File: src/include/rbv_pkg.sv
// Purpose: Shared constants and types for the reset and boot vector sequencer.
// Assumes: Master clock of 10 MHz (100 ns period).
// Notes:   The warm hold count is derived here from a time in nanoseconds; BUS_HALF is set in cycles.
package rbv_pkg;

  // ****************************************************************
  // Clock and timing
  // ****************************************************************
  localparam int unsigned CLK_PERIOD_NS = 100;   // Master clock period.
  localparam int unsigned WARM_HOLD_NS  = 2000;  // Least time the warm line is driven low.
  // Least time rounds up to whole cycles.
  localparam int unsigned WARM_HOLD_CYC = (WARM_HOLD_NS + CLK_PERIOD_NS - 1) / CLK_PERIOD_NS;
  localparam int unsigned WARM_CNT_W    = 8;     // Width of the warm hold counter.

  // ****************************************************************
  // Boot vector and clock defaults
  // ****************************************************************
  localparam int unsigned BOOT_W      = 32;      // Boot configuration vector width.
  localparam int unsigned CPU_MULT    = 4;       // Processor clock multiple of master clock.
  localparam int unsigned MULT_W      = 4;       // Width of the multiplier select.
  localparam int unsigned BUS_HALF    = 1;       // Master cycles per bus clock half period.
  localparam int unsigned BUS_CNT_W   = 4;       // Width of the bus clock divider.

  // ****************************************************************
  // Sequencer states
  // ****************************************************************
  typedef enum logic [2:0] {
    ST_COLD = 3'h0,  // Cold reset held.
    ST_BOOT = 3'h1,  // Loading boot configuration vector.
    ST_PLL  = 3'h2,  // Waiting for PLL lock.
    ST_RUN  = 3'h3,  // Processor running.
    ST_WARM = 3'h4,  // Driving warm reset line.
    ST_WREL = 3'h5   // Waiting for the warm line to return high.
  } rbv_state_e;

  // Loaded boot configuration with its source.
  typedef struct packed {
    logic [BOOT_W-1:0] vec;      // Vector value.
    logic              fromExt;  // Set when taken from the external source.
    logic              valid;    // Set once the vector is loaded.
  } rbv_boot_s;

endpackage : rbv_pkg

File: src/rtl/rbv_reset_ctrl.sv
// Purpose: Cold and warm reset sequencing, boot vector selection, bus clock.
// Assumes: All pins synchronous to clk except the two reset inputs.
// Notes:   Overview of operation follows.
//
// Overview of operation
// Cold reset input low reinitialises processor state.
// Cold reset loads vector and locks PLL.
// Select high takes the externally supplied vector.
// Select low reads vector from on-chip storage.
// Outside low on warm line starts warm reset.
// Drive warm line low during warm reset.
// Processor runs at multiple; master clock times bus.
// Drive bus clock output as bus reference.
// Synchronise reset input release to master clock.
`timescale 1ns/1ns

module rbv_reset_ctrl
  import rbv_pkg::*;
#(
  parameter int unsigned WARM_CYC = WARM_HOLD_CYC  // Warm line hold in cycles.
) (
  // Clock and device reset
  input  wire logic              clk,
  input  wire logic              rst_n,
  // Reset pins
  input  wire logic              coldResetN,
  input  wire logic              warmLineIn,
  output logic                   warmLineOut,
  output logic                   warmLineOe,
  input  wire logic              warmReq,
  // Boot vector sources
  input  wire logic              bootSelect,
  input  wire logic [BOOT_W-1:0] extVector,
  output logic                   nvReq,
  input  wire logic              nvValid,
  input  wire logic [BOOT_W-1:0] nvData,
  output rbv_boot_s              bootCfg,
  // PLL and clocks
  output logic                   pllResetN,
  input  wire logic              pllLocked,
  output logic [MULT_W-1:0]      pllMult,
  output logic                   busClock,
  // Core reset
  output logic                   coreResetN
);

  // ****************************************************************
  // Reset and input synchronisers
  // ****************************************************************
  logic rstSync1, rstSync2;    // Device reset release pipeline.
  logic coldSync1, coldSync2;  // Cold reset input synchroniser.
  logic warmSync1, warmSync2;  // Warm line input synchroniser.

  // Release of rst_n passes through two flip-flops.
  always_ff @(posedge clk or negedge rst_n) begin
    if (!rst_n) begin
      rstSync1 <= 1'b0;
      rstSync2 <= 1'b0;
    end else begin
      rstSync1 <= 1'b1;
      rstSync2 <= rstSync1;
    end
  end

  // Both reset inputs are retimed before the sequencer sees them.
  always_ff @(posedge clk or negedge rstSync2) begin
    if (!rstSync2) begin
      coldSync1 <= 1'b0;
      coldSync2 <= 1'b0;
      warmSync1 <= 1'b1;
      warmSync2 <= 1'b1;
    end else begin
      coldSync1 <= coldResetN;
      coldSync2 <= coldSync1;
      warmSync1 <= warmLineIn;
      warmSync2 <= warmSync1;
    end
  end

  // ****************************************************************
  // Sequencer
  // ****************************************************************
  rbv_state_e            state_reg, state_next;     // Sequencer state.
  logic [WARM_CNT_W-1:0] warmCnt_reg, warmCnt_next; // Warm hold counter.
  rbv_boot_s             boot_reg, boot_next;       // Loaded boot vector.
  logic                  nvReq_reg, nvReq_next;     // Storage read request.
  logic                  core_reg, core_next;       // Core reset release.
  logic                  pll_reg, pll_next;         // PLL reset release.
  logic                  oe_reg, oe_next;           // Warm line drive enable.
  logic [MULT_W-1:0]     mult_reg;                  // Multiplier select.

  // Next state and outputs of the reset sequence.
  always_comb begin
    state_next   = state_reg;
    warmCnt_next = warmCnt_reg;
    boot_next    = boot_reg;
    nvReq_next   = 1'b0;
    case (state_reg)
      ST_COLD: begin
        // Stay here until the synchronised cold input is released.
        boot_next.valid = 1'b0;
        if (coldSync2) begin
          state_next = ST_BOOT;
        end
      end
      ST_BOOT: begin
        if (bootSelect) begin
          boot_next  = '{vec: extVector, fromExt: 1'b1, valid: 1'b1};
          state_next = ST_PLL;
        end else if (nvValid) begin
          boot_next  = '{vec: nvData, fromExt: 1'b0, valid: 1'b1};
          state_next = ST_PLL;
        end else begin
          nvReq_next = 1'b1;
        end
      end
      ST_PLL: begin
        // The PLL reset is released; wait for it to lock.
        if (pllLocked) begin
          state_next = ST_RUN;
        end
      end
      ST_RUN: begin
        // Outside assertion or internal request starts a warm reset.
        if (!warmSync2 || warmReq) begin
          state_next   = ST_WARM;
          warmCnt_next = '0;
        end
      end
      ST_WARM: begin
        // Hold the line for the least warm reset time.
        if (warmCnt_reg == WARM_CNT_W'(WARM_CYC - 1)) begin
          state_next = ST_WREL;
        end else begin
          warmCnt_next = warmCnt_reg + 1'b1;
        end
      end
      ST_WREL: begin
        // Outside party may still hold the line; wait for it.
        if (warmSync2) begin
          state_next = ST_RUN;
        end
      end
      default: begin
        state_next = ST_COLD;
      end
    endcase
    // Cold reset overrides every other state.
    if (!coldSync2) begin
      state_next      = ST_COLD;
      // The loaded vector is void from the first cycle of a cold reset.
      boot_next.valid = 1'b0;
    end
    core_next = (state_next == ST_RUN);
    pll_next  = (state_next != ST_COLD);
    oe_next   = (state_next == ST_WARM);
    if (state_next != ST_BOOT) begin
      nvReq_next = 1'b0;
    end
  end

  // Sequencer registers.
  always_ff @(posedge clk or negedge rstSync2) begin
    if (!rstSync2) begin
      state_reg   <= ST_COLD;
      warmCnt_reg <= '0;
      boot_reg    <= '0;
      nvReq_reg   <= 1'b0;
      core_reg    <= 1'b0;
      pll_reg     <= 1'b0;
      oe_reg      <= 1'b0;
      mult_reg    <= '0;
    end else begin
      state_reg   <= state_next;
      warmCnt_reg <= warmCnt_next;
      boot_reg    <= boot_next;
      nvReq_reg   <= nvReq_next;
      core_reg    <= core_next;
      pll_reg     <= pll_next;
      oe_reg      <= oe_next;
      mult_reg    <= MULT_W'(CPU_MULT);
    end
  end

  // ****************************************************************
  // Bus clock divider
  // ****************************************************************
  logic [BUS_CNT_W-1:0] busCnt_reg, busCnt_next;  // Half period counter.
  logic                 busClk_reg, busClk_next;  // Bus clock level.

  // The bus clock toggles every BUS_HALF master cycles.
  always_comb begin
    busClk_next = busClk_reg;
    busCnt_next = busCnt_reg + 1'b1;
    if (busCnt_reg == BUS_CNT_W'(BUS_HALF - 1)) begin
      busCnt_next = '0;
      busClk_next = ~busClk_reg;
    end
  end

  // Bus clock registers.
  always_ff @(posedge clk or negedge rstSync2) begin
    if (!rstSync2) begin
      busCnt_reg <= '0;
      busClk_reg <= 1'b0;
    end else begin
      busCnt_reg <= busCnt_next;
      busClk_reg <= busClk_next;
    end
  end

  // Outputs come straight from flip-flops; the line is only ever pulled low.
  assign warmLineOut = 1'b0 & oe_reg;
  assign warmLineOe  = oe_reg;
  assign nvReq       = nvReq_reg;
  assign bootCfg     = boot_reg;
  assign pllResetN   = pll_reg;
  assign pllMult     = mult_reg;
  assign busClock    = busClk_reg;
  assign coreResetN  = core_reg;
endmodule : rbv_reset_ctrl

File: config.mk
export PLATFORM = sky130hd
export DESIGN_NAME = rbv_reset_ctrl
export DESIGN_NICKNAME = d
export VERILOG_FILES = /design/src/include/rbv_pkg.sv /design/src/rtl/rbv_reset_ctrl.sv
export SDC_FILE = /design/constraint.sdc
export NUM_CORES = 1
export LEC_CHECK = 0
export BUFFER_PORTS_ARGS = -buffer_cell sky130_fd_sc_hd__buf_2
export CORE_MARGIN = 2
export CORE_UTILIZATION = 48
export DETAILED_ROUTE_END_ITERATION = 16
export GPL_TIMING_DRIVEN = 0
export PLACE_DENSITY = 0.82
export SETUP_SLACK_MARGIN = 0.15
export SYNTH_ARGS = -nofsm -noshare
export SYNTH_HDL_FRONTEND = slang
export SYNTH_SLANG_ARGS = --single-unit
File: constraint.sdc
create_clock -name clk -period 2.1 [get_ports clk]
set_input_delay 0.21 -clock clk [delete_from_list [all_inputs] [get_ports clk]]
set_output_delay 0.21 -clock clk [all_outputs]
set_load 0.005 [all_outputs]
==> metrics, run 1 <==
Initial DRC Count 147; Worst R2R Setup Slack 0.21 ns; R2R depth 4; Avg Cell Area, Syn 10.7 um^2; drt total wl 6.54 mm; IO Pins 116; Peak VDD IR 636 uV; worst slack, placed 0.112 ns; P_sw 1260 uW; #FFs+latches synth 61; GP Congestion 0.845; FP Rows 27; most common cell after layout, fill and taps aside buf_2; grt ovf 0; Crit Reg-Reg Startpoint warmCnt_reg[5]; clock root buffer clkbuf_8; clock skew 0.0106 ns; core area 5540 um^2; Post-Syn Area 2770 um^2; asr flop ratio synth 100%; Tmin final 1.89 ns; Worst EP arrival 2.11 ns; YS warnings 0; Tcrit/Tclk final 90.0%; nets 466; GRT Util Overall 20.9%; Max Cap Viol 0; vias in the first global route 2,284; CTS buffer count 9; Fmax achieved 0.529 GHz; largest net degree at the start of global routing 36; first-pass GRT wire length 10.3 mm; initial antenna violation count 0; antenna viol nets, final 0; Post-synth EDFFs 0; pwr dens 1120 nW/um^2; Worst EP required 2.32 ns; power share of the clock group 29.8%; max reg flops 34; Tightest Pin Transition 0.711 ns; CP Launch Point warmCnt_reg[5]; share of layout cells above drive strength 1 38.6%; Initial Utilization 50.0%; Setup Crit Path Kind flop to flop; crit path launch type flop; area of the multi-input gates 1170 um^2; WL/cell 14.0 um; Netlist cell types 42; Critical Path End Type flop; Die X 80.0 um; Worst R2R End warmLineOe; CTS H-tree depth 3; Main synth FF type dfrtp_1; sequential power share 41.7%; switching share of total power 29.8%; detailed-route DRC error count 0; max-slew violations 0; TritonCTS Sinks 61; Vias/cell 5.08; Crit Path Max Fanout 4; CTS tree yes; Syn-to-layout area delta 36.0%; final hold violation count 0; Clock Pin Slew Worst Setup and Hold Paths 0.07 ns; area occupied by registers 1530 um^2; hpwl dp 4.77 mm; maximum clock path buffer count 2; internal power 2970 uW; vias 2,379; Comb pwr share 28.5%; design area 3770 um^2; Final WS setup 0.210 ns; DRT Pass-1 Iters 6; commonest cells after routing, fill and taps aside buf_2 (111), dfrtp_1 (58), nor2_1 (42), a21oi_1 (35), mux2i_1 (34); die boundary height 80.0 um; CP endpoint warmLineOe; Final Setup Violations 0; Skew-Pair Late Insertion Delay 0.34 ns; worst hold path type input port to flop; relative slew slack 52.6%; Mapped Cells 258; fill count 450; sequential area share after synthesis 55.2%; Inserted Diodes 0; IO buf count 110; dpl cell area 3450 um^2; status finished clean; DIE AREA 6400 um^2; unrepaired setup endpoints after global routing false; Leakage 0.00189 uW
[cells in the mapped netlist (all sizes together) (3+ instances only)]
library cell / count / area share, %
mux2i: 34 / 12
inv: 4 / 0.54
a21oi: 35 / 6.3
nor2: 43 / 5.8
nand2b: 3 / 0.68
ha: 3 / 1.4
o21ai: 4 / 0.72
nor3b: 3 / 0.99
nor2b: 5 / 1.2
dfrtp: 59 / 53
clkbuf: 7 / 0.95
a21boi: 3 / 0.81
buf: 11 / 2.1
nand4: 4 / 0.90
nand2: 8 / 1.1
xor2: 5 / 1.6
[worst min path at each step]
stage	start	end	slack [ns]	depth (start not counted)
floorplan	rst_n	rstSync1	-0.09	0
global placement	rst_n	rstSync2	-0.005	1
detailed placement	rst_n	rstSync1	-0.001	1
CTS	nvData[3]	bootCfg[5]	0.16	3
global route	nvData[11]	bootCfg[13]	0.17	3
finish	nvData[3]	bootCfg[5]	0.16	3
[power groups by stage]
stage / registers (uW) / clock network (uW) / logic [uW]
final: 1760 / 1260 / 1200
after global routing: 1800 / 1330 / 1350
after CTS: 1760 / 1280 / 1190
after detailed placement: 1780 / 0 / 1150
after global placement: 1780 / 0 / 1080
after floorplan: 1810 / 0 / 535
[worst max-delay path: stages, from the launching register on]
cell	delay, ns
dfrtp_1	0.43
or4b_4	0.58
or4_4	0.52
a31oi_4	0.19
nor2b_2	0.05
[routing by layer]
| layer | up-vias | wire (um) | GRT usage, % |
|---|---|---|---|
| li1 | 1144 | - | - |
| met1 | 1123 | 2670 | 25.1 |
| met2 | 100 | 3380 | 35.5 |
| met3 | 12 | 371 | 5.32 |
| met4 | 0 | 112 | 9.15 |
| met5 | - | 0 | 0 |
[kinds of logic after synthesis]
logic type                 count (synthesis)  synth area share, %
and+or+nand+nor                           80                 14.7
DFF                                       61                 55.2
AOI/OAI and AO/OA                         49                 10.3
muxes                                     35                 12.7
buffers and inverters                     22                 3.57
xor gates and xnor gates                   6                 1.90
adders and majority gates                  3                 1.36
other                                      2                0.271
[area by class of cell]
type                    count  area share, %
multi-input cells         179           31.1
well taps                  72           2.39
clock inverters             4           2.52
inverters                   4          0.398
plain buffers              18           2.39
repair buffers            118           16.7
clock buffers              12           3.85
flip-flops and latches     61           40.6
[per-stage QoR]
| step | cells | hold WS (ns) | TNS [ns] | util (%) | total power (uW) |
|---|---|---|---|---|---|
| after floorplan | 262 | -0.0856 | 0 | - | 2340 |
| after global placement | 444 | -0.00457 | -18.42 | 61.8 | 2860 |
| after detailed placement | 445 | -0.00125 | 0 | 62.2 | 2930 |
| after CTS | 466 | 0.158 | 0 | 67.5 | 4230 |
| after global routing | 468 | 0.173 | 0 | 68.0 | 4480 |
| final | 468 | 0.164 | 0 | 68.0 | 4220 |
[what timing repair did]
item,in CTS,in global routing
buffers inserted,2,2
setup endpoints to repair,1,26
pin swaps,0,3
hold buffers,3,0
endpoints found under the hold margin,4,0
resized for setup,2,7
Power figures use the tool's default switching activity.
==> run 2, diff against run 1 <==
--- a/config.mk
+++ b/config.mk
@@ -5,6 +5,7 @@
 export SDC_FILE = /design/constraint.sdc
 export NUM_CORES = 1
 export LEC_CHECK = 0
+export ABC_AREA = 1
 export BUFFER_PORTS_ARGS = -buffer_cell sky130_fd_sc_hd__buf_2
 export CORE_MARGIN = 2
 export CORE_UTILIZATION = 48
==> metrics, run 2 <==
power share of the clock group 31.2%; drt total wl 7.04 mm; Peak VDD IR 701 uV; nets 531; clock root buffer clkbuf_8; design area 3800 um^2; die boundary height 81.0 um; Clock Pin Slew Worst Setup and Hold Paths 0.07 ns; Final Non-Filler Cells 536; Skew-Pair Late Insertion Delay 0.34 ns; most common cell after layout, fill and taps aside buf_2; Netlist cell types 27; IO buf count 110; Synth Area in Compound Gates 11.3%; TritonCTS Sinks 61; CTS H-tree depth 3; most frequent cells after synthesis nor2_1 (84), nand2_1 (66), dfrtp_1 (59); detailed-route DRC error count 0; Final Setup Violations 0; Tmin final 1.45 ns; Tightest Pin Transition 0.545 ns; largest net degree at the start of global routing 40; final hold violation count 0; Vias/cell 4.93; DIE AREA 6560 um^2; post-synthesis simple-gate area fraction 25.0%; vias 2,641; status finished clean; GP Congestion 0.888; XOR/XNOR Fraction of Synth Area 1.54%; Die X 81.0 um; crit path launch type flop; Post CTS Setup Buffer Count 0; Max Cap Viol 0; ranking of synthesized cells by area dfrtp_1 (52%), nor2_1 (11%), nand2_1 (8.7%); Leakage 0.00203 uW; Post-Syn Area 2840 um^2; sequential area share after synthesis 53.8%; Mapped Cells 327; post-synth top area share 51.9%; commonest cells after routing, fill and taps aside buf_2 (115), nor2_1 (84), nand2_1 (66), dfrtp_1 (58), o31ai_1 (33); YS warnings 0; Critical Path End Type flop; initial antenna violation count 0; CTS buffer count 9; Initial DRC Count 110; vias in the first global route 2,613; P_sw 1270 uW; FP Rows 28; Initial Utilization 48.9%; WL/cell 13.1 um; hpwl dp 5.37 mm; setup_tns 0 ns; dpl cell area 3520 um^2; #FFs+latches synth 61; Avg Cell Area, Syn 8.70 um^2; clock skew 0.00758 ns; sequential power share 42.9%; switching share of total power 30.9%; share of layout cells above drive strength 1 33.6%; max reg flops 34; most instantiated library cell after synthesis nor2_1; first-pass GRT wire length 11.7 mm; Setup Crit Path Kind flop to flop; asr flop ratio synth 100%; Fmax achieved 0.688 GHz; unrepaired setup endpoints after global routing false; Worst EP required 2.31 ns; Tcrit/Tclk final 69.2%; largest family of logic cells by synthesized area simple AND/OR/NAND/NOR gates; largest area contributor in the netlist dfrtp_1; post-synthesis mux area share 0%; GRT Util Overall 23.5%; fill count 516; maximum clock path buffer count 2; Comb pwr share 25.9%; relative slew slack 63.7%; placed cells 517; Hold Slack 0.157 ns; Synth Area in Adders 1.32%; Crit Path Max Fanout 10; Inserted Diodes 0; Post-synth EDFFs 0; Syn-to-layout area delta 33.7%; Worst EP arrival 1.66 ns; max-slew violations 0; worst hold path type input port to flop; CTS tree yes; antenna viol nets, final 0; internal power 2830 uW; pwr dens 1080 nW/um^2; IO Pins 116; grt ovf 0; DRT Pass-1 Iters 4; Main synth FF type dfrtp_1; core area 5820 um^2
-- run 2: cell count changes in the layout (fill, tap and decap cells not counted), moves of 5 or more --
cell / previous run / this run
a21oi_1: 35 / 3
clkbuf_2: 5 / 0
inv_1: 4 / 15
mux2i_1: 34 / 0
nand2_1: 8 / 66
nand3_1: 1 / 13
nor2_1: 42 / 84
o31ai_1: 2 / 33
-- run 2: cell families (layout without fill, tap and decap cells) --
logic type | Yosys count | after routing
flip-flops | 61 | 61
XOR/XNOR | 5 | 5
AND/OR/NAND/NOR | 173 | 173
adder cells (fa/ha/maj) | 3 | 3
AO/OA/AOI/OAI | 44 | 44
other | 2 | 6
buffers and inverters | 39 | 169
-- run 2: final cells by class --
| cell class | instances | area, um^2 | share of cell area (%) |
|---|---|---|---|
| buffer | 20 | 123 | 3.23 |
| sequential | 61 | 1530 | 40.3 |
| multi-input combinational | 231 | 1140 | 29.9 |
| clock inverter | 7 | 123 | 3.23 |
| tap | 75 | 93.8 | 2.47 |
| clock buffer | 9 | 124 | 3.26 |
| inverter | 19 | 71.3 | 1.88 |
| timing repair buffer | 114 | 601 | 15.8 |
-- run 2: worst max-delay path, cell delays in order, from the launching register on --
cell	delay (ns)
dfrtp_1	0.37
buf_6	0.13
nor2_1	0.16
nand3_2	0.13
buf_4	0.20
buf_4	0.19
nand2_1	0.07
o31ai_1	0.07
-- run 2: timing repair --
item | CTS | global route
setup endpoints to repair | 0 | 0
endpoints found under the hold margin | 4 | 0
hold buffers | 3 | 0
gates resized for setup | 0 | 0
-- run 2: per-stage QoR --
| step | total power, uW | utilization, % | worst slack (ns) |
|---|---|---|---|
| after CTS | 4140 | 65.4 | 0.633 |
| after global placement | 2800 | 60.2 | -0.352 |
| final | 4100 | 65.4 | 0.646 |
| after global routing | 4370 | 65.4 | 0.487 |
| after floorplan | 2300 | - | 0.279 |
| after detailed placement | 2840 | 60.6 | 0.647 |
-- run 2: path summary, 6_finish.rpt --
| path | startpoint | endpoint | slack [ns] | depth (start not counted) |
|---|---|---|---|---|
| max in group asynchronous | rstSync2 | warmSync1 | 1.25 | 1 |
| worst max register to register | state_reg[1] | bootCfg[33] | 0.65 | 7 |
| worst min-delay path | nvData[9] | bootCfg[11] | 0.16 | 3 |
| worst min register to register | rstSync2 | bootCfg[19] | 0.22 | 0 |
| worst max-delay path | state_reg[1] | bootCfg[33] | 0.65 | 7 |
| min in group asynchronous | rst_n | rstSync2 | 0.17 | 2 |
-- run 2: metal layers --
| metal | global-route usage, % | up-vias | share of wire, % |
|---|---|---|---|
| met5 | 0 | - | 0 |
| met4 | 8.81 | 0 | 1.4 |
| met3 | 6.67 | 7 | 8.2 |
| met2 | 40.8 | 108 | 50 |
| met1 | 27.7 | 1218 | 40 |
| li1 | - | 1308 | - |
-- run 2: power groups by stage --
stage          clock [uW]  combinational [uW]  sequential, uW
2_1_floorplan           0                 530            1770
6_report             1280                1060            1760
4_1_cts              1300                1080            1760
5_1_grt              1360                1210            1800
3_3_place_gp            0                1020            1780
3_5_place_dp            0                1080            1760
==> run 3, diff against run 2 <==
==> constraint.sdc (replaced) <==
create_clock -name clk -period 1.47 [get_ports clk]
set_input_delay 0.147 -clock clk [delete_from_list [all_inputs] [get_ports clk]]
set_output_delay 0.147 -clock clk [all_outputs]
set_load 0.005 [all_outputs]
==> metrics, run 3 (synthesis results as in run 2) <==
Inserted Diodes 0; final hold violation count 0; most common cell after layout, fill and taps aside buf_2; TritonCTS Sinks 61; unrepaired setup endpoints after global routing true; Worst EP arrival 1.58 ns; die boundary height 81.0 um; Critical Path End Type flop; maximum clock path buffer count 2; status finished clean; Peak VDD IR 862 uV; clock root buffer clkbuf_8; fill count 449; commonest cells after routing, fill and taps aside buf_2 (115), nor2_1 (76), dfrtp_1 (56), nand2_1 (49), o31ai_1 (18); Fmax achieved 0.730 GHz; worst-path cell chain buf_6 > nor2_4 > nand3_4 > buf_8 > clkbuf_16 > nand2_4 > o31ai_2; FP Rows 28; share of layout cells above drive strength 1 45.8%; grt ovf 0; IO buf count 110; initial antenna violation count 0; relative slew slack 49.9%; CTS tree yes; max-slew violations 0; DRT Pass-1 Iters 5; vias in the first global route 2,560; antenna viol nets, final 0; detailed-route DRC error count 0; Hold Slack 0.102 ns; hpwl dp 5.03 mm; Tightest Pin Transition 0.751 ns; IO Pins 116; Leakage 0.00215 uW; Max Cap Viol 0; Tcrit/Tclk final 93.2%; pwr dens 1430 nW/um^2; drt total wl 7.43 mm; vias 2,696; CP bufs+invs 3; max reg flops 34; sequential power share 43.4%; Clock Pin Slew Worst Setup and Hold Paths 0.07 ns; GP Congestion 0.819; Setup Crit Path Kind flop to flop; delay-heaviest family, CP buffers and inverters; Power Total 5910 uW; Crit Path Max Fanout 6; critical path's slowest cell dfrtp_2; GRT Util Overall 23.5%; Skew-Pair Late Insertion Delay 0.33 ns; Initial DRC Count 81; clock skew 0.00854 ns; CTS buffer count 9; Final Setup Violations 0; largest net degree at the start of global routing 60; WL/cell 13.5 um; Vias/cell 4.91; internal power 3950 uW; Tmin final 1.37 ns; crit path launch type flop; Comb pwr share 31.5%; largest stage delay on the critical path 0.44 ns; core area 5820 um^2; first-pass GRT wire length 11.7 mm; Initial Utilization 48.9%; DIE AREA 6560 um^2; CTS H-tree depth 3; Worst EP required 1.68 ns; worst hold path type input port to flop; nets 544; power share of the clock group 25.1%; Syn-to-layout area delta 45.3%; P_sw 1960 uW; switching share of total power 33.2%; Die X 81.0 um
[run 3: cell count changes in the layout (fill, tap and decap cells not counted), sizes merged]
cell and delta:
inv -1, clkbuf +2, clkinvlp +1, buf +12, clkinv +1, bufinv -2
[run 3: metal layers]
layer | up-vias | global-route usage [%] | part of all wire [%]
li1 | 1332 | - | -
met1 | 1259 | 30.5 | 43
met2 | 97 | 38.5 | 50
met3 | 8 | 6.00 | 6.3
met4 | 0 | 8.14 | 1.1
met5 | - | 0 | 0
[run 3: layout make-up]
class	instances	area [um^2]	share of cell area, %
repair buffers	127	704	17.0
inverters	19	78.8	1.91
plain buffers	20	166	4.03
flip-flops and latches	61	1540	37.1
well taps	75	93.8	2.27
multi-input cells	231	1350	32.8
clock inverters	6	62.6	1.51
clock buffers	10	138	3.33
[run 3: path summary, 6_finish.rpt]
kind | from | to | slack [ns] | cells after the start
worst max-delay path | state_reg[2] | bootCfg[19] | 0.1 | 7
worst min-delay path | nvData[23] | bootCfg[25] | 0.10 | 3
worst max register to register | state_reg[2] | bootCfg[19] | 0.1 | 7
worst min register to register | coldSync1 | coldSync2 | 0.36 | 0
max in group asynchronous | rstSync2 | state_reg[2] | 0.52 | 0
min in group asynchronous | rst_n | rstSync2 | 0.11 | 2
[run 3: timing repair]
action / in CTS / in global routing
cloned: 1 / 1
buffers inserted: 7 / 5
hold endpoints to repair: 4 / 0
hold buffers: 3 / 0
endpoints found under the setup margin: 98 / 44
gates resized for setup: 17 / 63
pin swaps: 5 / 17
[run 3: power by group through the flow]
stage          registers, uW  logic [uW]  clock network [uW]
3_3_place_gp            2520        1470                   0
6_report                2570        1860                1480
2_1_floorplan           2530         757                   0
4_1_cts                 2520        1580                1520
5_1_grt                 2640        2060                1580
3_5_place_dp            2520        1510                   0
[run 3: worst min-delay path, delay by kind of cell]
family | cells | cell delay (ns)
buf+inv | 1 | 0.10
simple gates | 1 | 0.07
compound gates | 1 | 0.08
[run 3: per-stage QoR]
step	area [um^2]	setup slack [ns]	setup TNS [ns]	utilization [%]	instances
floorplan	2860	0.173	0	-	331
global placement	3500	0.0498	0	60.3	516
detailed placement	3500	-0.00595	-0.00595	60.3	516
CTS	3850	0.119	0	66.2	543
global route	4130	0.0379	0	71.1	549
finish	4130	0.0997	0	71.1	549
